`src/verilog/general_timer_cfg.svh`:
```
`ifndef GENERAL_TIMER_CFG_SVH
`define GENERAL_TIMER_CFG_SVH
// register byte offsets
`define OFS_MODE34      8'h1C
`define OFS_ENABLE      8'h20
`define OFS_COUNT       8'h24
`define OFS_DIVIDER     8'h2C
`define OFS_RELOAD      8'h28
`define OFS_CMP1        8'h34
`define OFS_CMP2        8'h38
`define OFS_CMP3        8'h3C
`define OFS_CMP4        8'h40
`define OFS_DEADTIME    8'h44
`define OFS_BURST_CFG   8'h48
`define OFS_BURST_PORT  8'h4C
// writable bit masks
`define MASK_ENABLE     16'h3333
`define MASK_DEADTIME   16'hFF3F
`define MASK_BURST_CFG  16'h1F1F
// reset values
`define RST_RELOAD      16'hFFFF
`define RST_ZERO16      16'h0000
// field positions and codes
`define LEVEL_BIT       16
`define DIR_OUTPUT      2'h0
`define MODE_PWM1       3'h6
`define MODE_PWM2       3'h7
`endif

```
`src/verilog/general_timer_pkg.sv`:
```
package general_timer_pkg;
	// pwm pair generator states
	typedef enum logic [1:0] {
		DT_IDLE = 2'b00,
		DT_WAIT = 2'b01,
		DT_RUN  = 2'b10
	} dt_state_t;
	// whole block state
	typedef struct packed {
		logic [15:0]      mode34;
		logic [15:0]      enable;
		logic [15:0]      count;
		logic [15:0]      divider;
		logic [15:0]      div_cnt;
		logic [15:0]      reload;
		logic [3:0][15:0] cmp;
		logic [3:0]       level;
		logic [3:0][2:0]  cap_edge_cnt;
		logic [3:0]       in_s1;
		logic [3:0]       in_s2;
		logic [3:0]       in_prev;
		logic [15:0]      deadtime;
		logic [15:0]      burst_cfg;
		logic [15:0]      burst_port;
		logic [4:0]       burst_idx;
		logic [1:0][3:0]  dt_cnt;
		logic [1:0]       ref_prev;
		logic [3:0]       pin;
		logic [31:0]      prdata;
	} state_t;
endpackage : general_timer_pkg

```
`src/verilog/general_timer.sv`:
```
// What this block does
// - output polarity one means active low
// - input polarity one captures falling edge
// - output enable drives reference to pin
// - input enable allows counter capture
// - counter readable writable, resets zero
// - count clock is divided by divider+1
// - reload loaded each period, resets ones
// - reload zero stops the counter
// - compare value low half, level bit 16
// - dead time is field plus one clocks
// - four complementary polarity bits
// - ch2 pair enables dead time, ch4 complement
// - ch1 pair enables dead time, ch3 complement
// - burst length is field plus one
// - burst base is a word offset from address zero
// - burst port is dma access address
// - enable register bit layout per channel
// - output mode field layout ch3 ch4
// - input filter divider layout ch3 ch4
// - codes 110 111 are pwm modes
// - input divider 1 2 4 8 events
// - direction 00 output, others input
//
// Local design decision: the APB interface to the registers.
`timescale 1ns/100ps
`include "general_timer_cfg.svh"
module general_timer (
	// apb clock and reset
	input  wire logic        pclk,
	input  wire logic        presetn,
	input  wire logic        clk_en,
	// apb slave
	input  wire logic        psel,
	input  wire logic        penable,
	input  wire logic        pwrite,
	input  wire logic [7:0]  paddr,
	input  wire logic [31:0] pwdata,
	output logic [31:0]      prdata,
	output logic             pready,
	output logic             pslverr,
	// channel pins
	input  wire logic [3:0]  ch_in,
	output logic [3:0]       ch_out,
	output logic [3:0]       ch_out_en
);
	general_timer_pkg::state_t q;   // registered state
	general_timer_pkg::state_t d;   // next state
	logic        wr;                // write taken this edge
	logic        rd;                // read taken this edge
	logic [7:0]  eaddr;             // effective address
	logic        mapped;            // address decodes
	logic [31:0] rdata;             // read mux
	logic        tick;              // divided count clock
	logic [3:0]  refs;              // reference levels
	logic [3:0]  is_out;            // channel is output
	logic [3:0]  edge_hit;          // selected edge seen
	logic [1:0]  ch_div [4];        // input divider code
	logic [2:0]  ch_mode [4];       // output mode code

	// bus handshake, single wait-free access
	assign pready  = 1'b1;
	assign pslverr = psel & penable & ~mapped;
	assign wr      = psel & penable & pwrite & mapped & clk_en;
	assign rd      = psel & penable & ~pwrite & mapped & clk_en;
	assign prdata  = q.prdata;

	// burst port redirects to base plus index
	always_comb begin
		if (paddr == `OFS_BURST_PORT)
			eaddr = 8'(({3'h0, q.burst_cfg[4:0]} + {3'h0, q.burst_idx}) << 2);
		else
			eaddr = paddr;
	end

	// per-channel fields
	always_comb begin
		ch_mode[0] = 3'h0;
		ch_mode[1] = 3'h0;
		ch_mode[2] = q.mode34[6:4];
		ch_mode[3] = q.mode34[14:12];
		ch_div[0]  = 2'h0;
		ch_div[1]  = 2'h0;
		ch_div[2]  = q.mode34[3:2];
		ch_div[3]  = q.mode34[11:10];
		is_out[0]  = 1'b1;
		is_out[1]  = 1'b1;
		is_out[2]  = q.mode34[1:0] == `DIR_OUTPUT;
		is_out[3]  = q.mode34[9:8] == `DIR_OUTPUT;
	end

	// reference generation, upcounting pwm
	always_comb begin
		for (int i = 0; i < 4; i++) begin
			if (ch_mode[i] == `MODE_PWM1)
				refs[i] = q.count < q.cmp[i];
			else if (ch_mode[i] == `MODE_PWM2)
				refs[i] = !(q.count < q.cmp[i]);
			else
				refs[i] = 1'b0;
			// polarity-adjusted edge of the synced input
			edge_hit[i] = q.enable[4*i+1] ? (q.in_prev[i] & ~q.in_s2[i])
			                             : (~q.in_prev[i] & q.in_s2[i]);
		end
	end

	// read mux, reserved bits zero
	always_comb begin
		mapped = 1'b1;
		rdata  = 32'h0000_0000;
		case (eaddr)
			`OFS_MODE34:     rdata = {16'h0000, q.mode34};
			`OFS_ENABLE:     rdata = {16'h0000, q.enable};
			`OFS_COUNT:      rdata = {16'h0000, q.count};
			`OFS_DIVIDER:    rdata = {16'h0000, q.divider};
			`OFS_RELOAD:     rdata = {16'h0000, q.reload};
			`OFS_CMP1:       rdata = {15'h0000, q.level[0], q.cmp[0]};
			`OFS_CMP2:       rdata = {15'h0000, q.level[1], q.cmp[1]};
			`OFS_CMP3:       rdata = {15'h0000, q.level[2], q.cmp[2]};
			`OFS_CMP4:       rdata = {15'h0000, q.level[3], q.cmp[3]};
			`OFS_DEADTIME:   rdata = {16'h0000, q.deadtime};
			`OFS_BURST_CFG:  rdata = {16'h0000, q.burst_cfg};
			default:         mapped = 1'b0;
		endcase
	end

	assign tick = (q.div_cnt == q.divider);

	// next state
	always_comb begin
		d = q;
		// read word taken in the setup cycle, so it stands at the access edge
		d.prdata = (psel && !penable) ? rdata : q.prdata;
		// pin synchronisers
		d.in_s1   = ch_in;
		d.in_s2   = q.in_s1;
		d.in_prev = q.in_s2;
		// prescaler and counter
		d.div_cnt = tick ? 16'h0000 : 16'(q.div_cnt + 16'h0001);
		if (tick && q.reload != `RST_ZERO16) begin
			if (q.count >= q.reload)
				d.count = `RST_ZERO16;
			else
				d.count = 16'(q.count + 16'h0001);
		end
		// captures
		for (int i = 0; i < 4; i++) begin
			if (!is_out[i] && q.enable[4*i] && edge_hit[i]) begin
				d.cap_edge_cnt[i] = 3'(q.cap_edge_cnt[i] + 3'h1);
				if ((q.cap_edge_cnt[i] & 3'((4'h1 << ch_div[i]) - 4'h1)) == 3'h0) begin
					d.cmp[i]   = q.count;
					d.level[i] = q.in_s2[i];
				end
			end
			if (!q.enable[4*i])
				d.cap_edge_cnt[i] = 3'h0;
		end
		// outputs with polarity and enable
		for (int i = 0; i < 4; i++)
			d.pin[i] = q.enable[4*i] & (refs[i] ^ q.enable[4*i+1]);
		// dead-time pairs: ch1 with ch3, ch2 with ch4
		for (int p = 0; p < 2; p++) begin
			d.ref_prev[p] = refs[p];
			if (refs[p] != q.ref_prev[p])
				d.dt_cnt[p] = q.deadtime[8+4*p +: 4];
			else if (q.dt_cnt[p] != 4'h0)
				d.dt_cnt[p] = 4'(q.dt_cnt[p] - 4'h1);
			if (q.deadtime[p]) begin
				// both sides at their polarity level (inactive) while the delay runs
				d.pin[p]   = (refs[p] & (q.dt_cnt[p] == 4'h0) & (refs[p] == q.ref_prev[p]))
				             ^ q.deadtime[2+2*p];
				d.pin[p+2] = (~refs[p] & (q.dt_cnt[p] == 4'h0) & (refs[p] == q.ref_prev[p]))
				             ^ q.deadtime[3+2*p];
			end
		end
		// register writes
		if (wr) begin
			case (eaddr)
				`OFS_MODE34:    d.mode34    = pwdata[15:0];
				`OFS_ENABLE:    d.enable    = pwdata[15:0] & `MASK_ENABLE;
				`OFS_COUNT:     d.count     = pwdata[15:0];
				`OFS_DIVIDER:   d.divider   = pwdata[15:0];
				`OFS_RELOAD:    d.reload    = pwdata[15:0];
				`OFS_CMP1:      d.cmp[0]    = pwdata[15:0];
				`OFS_CMP2:      d.cmp[1]    = pwdata[15:0];
				`OFS_CMP3:      d.cmp[2]    = pwdata[15:0];
				`OFS_CMP4:      d.cmp[3]    = pwdata[15:0];
				`OFS_DEADTIME:  d.deadtime  = pwdata[15:0] & `MASK_DEADTIME;
				`OFS_BURST_CFG: d.burst_cfg = pwdata[15:0] & `MASK_BURST_CFG;
				default:        d.burst_port = q.burst_port;
			endcase
		end
		// burst index walks one register per access
		if ((wr || rd) && paddr == `OFS_BURST_PORT) begin
			d.burst_port = wr ? pwdata[15:0] : q.burst_port;
			if (q.burst_idx >= q.burst_cfg[12:8])
				d.burst_idx = 5'h00;
			else
				d.burst_idx = 5'(q.burst_idx + 5'h01);
		end
		if (wr && paddr == `OFS_BURST_CFG)
			d.burst_idx = 5'h00;
	end

	// state register
	always_ff @(posedge pclk or negedge presetn) begin
		if (!presetn) begin
			q        <= '0;
			q.reload <= `RST_RELOAD;
		end else if (clk_en) begin
			q <= d;
		end
	end

	// pins
	assign ch_out    = q.pin;
	assign ch_out_en = is_out & {q.enable[12], q.enable[8], q.enable[4], q.enable[0]};
endmodule : general_timer

```
`config.mk`:
```
export PLATFORM = sky130hd
export DESIGN_NAME = general_timer
export DESIGN_NICKNAME = d
export VERILOG_FILES = /design/src/verilog/general_timer_pkg.sv /design/src/verilog/general_timer.sv
export VERILOG_INCLUDE_DIRS = /design/src /design/src/verilog
export SDC_FILE = /design/constraint.sdc
export NUM_CORES = 1
export LEC_CHECK = 0
export BUFFER_PORTS_ARGS = -buffer_cell sky130_fd_sc_hd__buf_2
export CAP_MARGIN = 40
export CELL_PAD_IN_SITES_DETAIL_PLACEMENT = 1
export CELL_PAD_IN_SITES_GLOBAL_PLACEMENT = 1
export CORE_MARGIN = 2
export CORE_UTILIZATION = 48
export CTS_CLUSTER_SIZE = 20
export DETAILED_ROUTE_END_ITERATION = 8
export MAX_ROUTING_LAYER = met4
export PLACE_DENSITY_LB_ADDON = 0.1
export SLEW_MARGIN = 20
export SYNTH_ARGS = -nofsm -noshare
export SYNTH_HDL_FRONTEND = slang
export SYNTH_SLANG_ARGS = --single-unit
```
`constraint.sdc`:
```
create_clock -name pclk -period 4 [get_ports pclk]
set_clock_uncertainty 0.1 [all_clocks]
set_input_delay 0.6 -clock pclk [delete_from_list [all_inputs] [get_ports pclk]]
set_output_delay 0.6 -clock pclk [all_outputs]
set_load 0.005 [all_outputs]
```
==> results of run 1 <==
[metrics by stage]
stage | total power [mW] | utilization, % | setup slack (ns) | cells | cell area, um^2
after floorplan | 2.907 | - | 0.5246 | 1368 | 13350
after global placement | 3.156 | 51.79 | 0.2519 | 1742 | 14030
after detailed placement | 3.185 | 51.84 | 0.2264 | 1743 | 14050
after CTS | 5.600 | 55.14 | 0.002017 | 1792 | 14940
after global routing | 5.779 | 55.28 | 0.004310 | 1794 | 14980
final | 5.571 | 55.28 | 0.1313 | 1794 | 14980
[timing repair]
| item | 4_1_cts | 5_1_grt |
|---|---|---|
| resized for setup | 5 | 5 |
| hold buffers | 1 | 0 |
| setup buffers | 1 | 2 |
| endpoints found under the hold margin | 3 | 0 |
| pin swaps | 2 | 2 |
| endpoints found under the setup margin | 1 | 1 |
[per-layer routing]
layer | vias to the layer above | GRT usage, %
li1 | 4941 | -
met1 | 5643 | 43.53
met2 | 368 | 50.94
met3 | 107 | 4.395
met4 | 0 | 12.78
met5 | - | -
[kinds of logic (layout without fill, tap and decap cells)]
group,after synthesis,in the layout,share of synthesized area (%)
muxes,156,156,12.73
xor gates and xnor gates,33,33,2.174
and+or+nand+nor,347,347,13.32
adders and majority gates,64,64,6.079
DFF,224,224,42.31
other,2,16,0.05649
AOI/OAI and AO/OA,326,326,16.18
buffers and inverters,202,256,7.152
[placed cells by master, fill, tap and decap left out, types with 19 or more instances in the layout]
cell type | Yosys | layout
buf_4 | 41 | 64
a22o_1 | 25 | 25
buf_2 | 19 | 56
nand3_1 | 22 | 22
o21ai_0 | 81 | 79
inv_1 | 82 | 82
clkbuf_16 | 0 | 26
xnor2_1 | 23 | 23
mux2i_1 | 51 | 51
a21oi_1 | 75 | 74
mux2_1 | 21 | 21
a221oi_1 | 19 | 19
a31oi_1 | 28 | 28
nand4_1 | 26 | 26
nand2_1 | 98 | 98
nor2_1 | 98 | 97
mux2_2 | 84 | 84
dfrtp_1 | 208 | 208
ha_1 | 63 | 63
[path summary, 6_finish.rpt]
path	startpoint	to	slack, ns	cells after the start
worst min-delay path	ch_in[2]	d[105]	0.19	2
worst max-delay path	q[46]	pslverr	0.13	9
min in group asynchronous	presetn	q[48]	0.52	2
max in group asynchronous	presetn	q[218]	2.23	3
worst min register to register	prdata[16]	prdata[16]	0.38	2
worst max register to register	q[46]	q[92]	0.26	11
[power by group through the flow]
stage / Clock, mW / Combinational [mW] / Sequential [mW]
3_3_place_gp: 0 / 0.597 / 2.56
6_report: 2.41 / 0.626 / 2.53
4_1_cts: 2.45 / 0.625 / 2.53
5_1_grt: 2.54 / 0.699 / 2.54
2_1_floorplan: 0 / 0.419 / 2.49
3_5_place_dp: 0 / 0.617 / 2.57
[registers in the layout, summed over array words and instances, names as in the netlist]
signal,flops
ch_div,4
ch_mode,6
ch_out,4
d,4
prdata,17
q,189
[layout make-up]
cell class	instances	area [um^2]
clock buffers	37	742.0
clock inverters	10	115.1
fillers	3036	12120
well taps	372	465.4
repair buffers	127	880.8
inverters	82	307.8
flip-flops and latches	224	5625
multi-input cells	942	6845
[critical path: stages (launching register included)]
cell	delay [ns]
dfrtp_1	0.43
ha_1	0.25
fa_2	0.39
xor2_1	0.18
or2_2	0.34
a311o_2	0.45
o32a_1	0.18
o21ai_1	0.19
nor3_1	0.08
buf_2	0.13
==> summary.md, run 1 <==
| Metric | Value |
|---|---|
| Post-synthesis instance area | approximately 13000 um^2 |
| Antenna-violating nets left | 0 |
| # IOs | 92 |
| EDFF count, synth | 0 |
| Starting Density | around half |
| Height of the die | around 170 um |
| Final Max Tran Viols | 0 |
| Total CTS buffers | 26 |
| First-pass GRT wire length | ~69000 um |
| Crit path time final | between 3 and 4 ns |
| Layout cells sized above 1 | between 20% and 30% |
| P_int | 4.032 mW |
| Worst hold path type | input pin to register |
| Setup violations, final | 0 |
| CTS tree | built |
| Core box area | 27100 um^2 |
| Clk_lat worst skew | 0.55 ns |
| Psw | around 1.5 mW |
| Crit Path Category | register to output port |
| Clock Sinks | roughly 220 |
| Top_reg_cell synth | dfrtp_1 |
| Final net count | ~1500 |
| CTS H-tree depth | 1 |
| Max FO, Critical Path | 5 |
| Die W | around 170 um |
| WL/cell | approximately 25 um |
| Rows | 60 |
| Avg Inst Size Synth | between 9 and 10 um^2 |
| Worst EP required | around 3.3 ns |
| P per Cell Area | 371.8 nW/um^2 |
| CTS Buffer Depth | 3 |
| Synth unique cells | 74 |
| WP data arrival | roughly 3.2 ns |
| Part of the cycle the worst path needs | 96.72% |
| Worst Tran Pin Value | approximately 0.79 ns |
| Final hold slack | 0.1872 ns |
| Slew margin rel. | between 40% and 50% |
| Worst VDD drop | between 0.2 and 0.3 mV |
| Largest net degree at the start of global routing | 92 |
| Drt via density | 6.164 |
| DR WL met2 | 20550 um |
| Top cells by instance count after synthesis | dfrtp_1 (208), nand2_1 (98), nor2_1 (98) |
| Top cells by area, synth | dfrtp_1 (39%), mux2_2 (7.1%), ha_1 (5.9%), mux2i_1 (3.8%), dfstp_2 (3.2%) |
| Unrepaired setup endpoints after global routing | false |
| First-pass detailed-route iteration total | 6 |
| Port bufs | 57 |
| Max Cap Viol | 0 |
| Crit. End Element | output port |
| DRC | 0 |
| Dpl hpwl | between 30000 and 40000 um |
| Vias | 11059 |
| Global route overflow | 0 |
| Wire length on met3 | about 2600 um |
| Drt total wl | between 40000 and 50000 um |
| Syn Inst Count | 1354 |
| Wire length on met1 | just under 20000 um |
| Area leader, netlist | dfrtp_1 |
| Worst-path clk slew | ~0.06 ns |
| Clock root cell | clkbuf_16 |
| Clock Power Share | roughly 43% |
| Synth top area share | 39.15% |
| Yosys warnings | 0 |
| CP startpoint kind | register |
| Sequential power share | between 40% and 50% |
| Leakage power | 6.766 nW |
| Top-count cell post-synth | dfrtp_1 |
| Top Metal Used | met4 |
| Seq/Total Area, Yosys | ~42% |
| Async S/R FF share, synth | 100.0% |
| Area grow syn2layout | 12.69% |
| Die area | 29050 um^2 |
| Logic pwr share | 11.2% |
| Vias in the first global route | 11467 |
| Net Sw Frac | 27.62% |
| GRT Total Usage | 32.72% |
| DR iter-0 viols | approximately 800 |
| Initial antenna violation count | 2 |
| Gpl congestion | 0.9202 |
| Yosys reg bits | roughly 220 |
| Fmax | between 200 and 300 MHz |
| Setup_tns | 0 ns |
| Ant diodes | 0 |
| Hold Violations, Final | 0 |
| Outcome | finished clean |
No activity file was read; power rests on OpenSTA's default activity.
==> inputs of run 2 (changes only) <==
--- a/config.mk
+++ b/config.mk
@@ -15,7 +15,7 @@
 export CTS_CLUSTER_SIZE = 20
 export DETAILED_ROUTE_END_ITERATION = 8
 export MAX_ROUTING_LAYER = met4
-export PLACE_DENSITY_LB_ADDON = 0.1
+export PLACE_DENSITY = 0.87
 export SLEW_MARGIN = 20
 export SYNTH_ARGS = -nofsm -noshare
 export SYNTH_HDL_FRONTEND = slang
==> constraint.sdc (replaced) <==
create_clock -name pclk -period 4.1 [get_ports pclk]
set_clock_uncertainty 0.1 [all_clocks]
set_input_delay 0.615 -clock pclk [delete_from_list [all_inputs] [get_ports pclk]]
set_output_delay 0.615 -clock pclk [all_outputs]
set_load 0.005 [all_outputs]
==> run 2 against run 1 <==
Setup slack worse by 0.052 ns. Flip-flop and latch count stayed put. Sequential share of layout area grew 0.19 points. Cell area down 0.49%. Final cell count is 0.11% lower. Utilization fell by 0.27 points. Total power shrank 1.1%. Register-to-register slack lost 0.11 ns. Highest routed layer unchanged.
==> summary.md, run 2 (synthesis gave the netlist of run 1 again) <==
| Metric | Value |
|---|---|
| Worst hold path type | input pin to register |
| GRT Total Usage | 34.60% (+1.9 points) |
| CTS Buffer Depth | 3 (unchanged) |
| Leakage power | 6.718 nW (-0.70%) |
| CTS H-tree depth | 1 (unchanged) |
| Crit path from | q[67] |
| Final Instance Area | 14910 um^2 (-0.49%) |
| Drt total wl | 48070 um (+6.6%) |
| First-pass detailed-route iteration total | 6 (unchanged) |
| Slew margin rel. | 44.30% (-3.1 points) |
| Layout Utilization | 55.01% (-0.27 points) |
| Clock root cell | clkbuf_16 |
| Hold Violations, Final | 0 (unchanged) |
| Final net count | 1512 (-0.33%) |
| Clock Sinks | 224 (unchanged) |
| Setup_tns | 0 ns (unchanged) |
| Global route overflow | 0 (unchanged) |
| R2R Path Start | q[67] |
| Vias | 11826 (+6.9%) |
| Dpl hpwl | 32070 um (-0.40%) |
| Max Cap Viol | 0 (unchanged) |
| Worst EP required | 3.38 ns (+0.08 ns) |
| Port bufs | 57 (unchanged) |
| Outcome | finished clean |
| WL/cell | 26.82 um (+6.7%) |
| CP startpoint kind | register |
| Most common cell after layout, fill and taps aside | dfrtp_1 |
| Fmax | ~250 MHz |
| P per Cell Area | 369.7 nW/um^2 (-0.57%) |
| Max FO, Critical Path | 5 (unchanged) |
| Rows | 60 (unchanged) |
| Setup violations, final | 0 (unchanged) |
| Worst-path clk slew | 0.06 ns (about the same) |
| Crit. End Element | output port |
| Final worst slack | 0.07970 ns (-0.05164 ns) |
| Vias in the first global route | 12533 (+9.3%) |
| Die W | 170.4 um (unchanged) |
| Most flop-heavy register | q |
| Hold_sp | ch_in[2] |
| Antenna-violating nets left | 0 (unchanged) |
| Area grow syn2layout | 12.13% |
| DR iter-0 viols | 1189 (+50%) |
| Layout cells sized above 1 | 20.87% (-0.15 points) |
| Initial antenna violation count | 1 (-1) |
| DP Cell Count | 1737 (-0.34%) |
| DRC | 0 (unchanged) |
| Unrepaired setup endpoints after global routing | false |
| Die area | 29050 um^2 (unchanged) |
| Part of the cycle the worst path needs | roughly 98% |
| CTS tree | built |
| # IOs | 92 (unchanged) |
| Height of the die | 170.4 um (unchanged) |
| Gpl congestion | 0.8999 (-2.2%) |
| Placed Area | 13950 um^2 (-0.70%) |
| Starting Density | 49.06% (unchanged) |
| Worst R2R Setup Slack | 0.15 ns (-0.11 ns) |
| Fin cells | 1792 (-0.11%) |
| Drt via density | 6.599 (+7.1%) |
| Clk_lat worst skew | 0.54 ns (about the same) |
| Core box area | 27100 um^2 (unchanged) |
| First-pass GRT wire length | 74270 um (+7.0%) |
| Worst Tran Pin Value | 0.8300 ns (+0.04047 ns) |
| Setup slack at placement | 0.2855 ns (+0.05914 ns) |
| Most frequent cells in the layout | dfrtp_1 (208), nor2_1 (97), nand2_1 (97), mux2_2 (84), inv_1 (82) |
| Total CTS buffers | 26 (unchanged) |
| Crit path time final | 4.020 ns |
| Final Max Tran Viols | 0 (unchanged) |
| Largest net degree at the start of global routing | 101 (+9.8%) |
| Crit Path Category | register to output port |
| Max FFs per register | 189 (unchanged) |
| Worst VDD drop | 0.2677 mV (-10%) |
| WP data arrival | 3.31 ns (+0.14 ns) |
[run 2: metal layers]
metal	vias up	wire [um]	track usage [%]
met5	-	0	-
met4	0	2450	16.05
met3	209	4234	6.791
met2	647	22610	55.16
met1	6030	18770	42.56
li1	4940	-	-
[run 2: worst paths after layout]
kind                       endpoint  depth (start not counted)
max reg2reg                  q[199]                         12
min in group asynchronous    q[254]                          2
max in group asynchronous     q[79]                          3
max                         pslverr                          9
min                          d[105]                          2
min reg2reg                  q[153]                          1
[run 2: layout make-up]
class                   instances  area, um^2
clock inverters                 8       71.32
fillers                      3018       12190
diodes                          2       5.005
flip-flops and latches        224        5625
well taps                     372       465.4
clock buffers                  40       804.5
inverters                      82       307.8
multi-input cells             942        6827
repair buffers                122       802.0
[run 2: what timing repair did]
action,4_1_cts,5_1_grt
gates resized for setup,4,4
pin swaps,0,2
hold buffers,1,0
setup buffers,0,2
endpoints found under the hold margin,10,0
endpoints found under the setup margin,1,1
[run 2: stage by stage]
| step | power (mW) | hold slack (ns) |
|---|---|---|
| after floorplan | 2.836 | 0.2194 |
| after global placement | 3.054 | 0.3599 |
| after detailed placement | 3.102 | 0.3746 |
| after CTS | 5.499 | 0.2010 |
| after global routing | 5.669 | 0.2211 |
| final | 5.512 | 0.2099 |
[run 2: worst max-delay path, cell delays in order, from the launching register on]
cell	delay, ns
dfrtp_1	0.44
ha_1	0.25
fa_1	0.45
xor2_1	0.19
or2_2	0.35
a311o_2	0.38
o32a_1	0.22
o21ai_1	0.24
nor3_1	0.11
buf_2	0.14
[run 2: report_power, final]
| part | internal, mW | switching [mW] |
|---|---|---|
| sequential | 2.31 | 0.122 |
| combinational | 0.246 | 0.427 |
| clock | 1.41 | 0.995 |
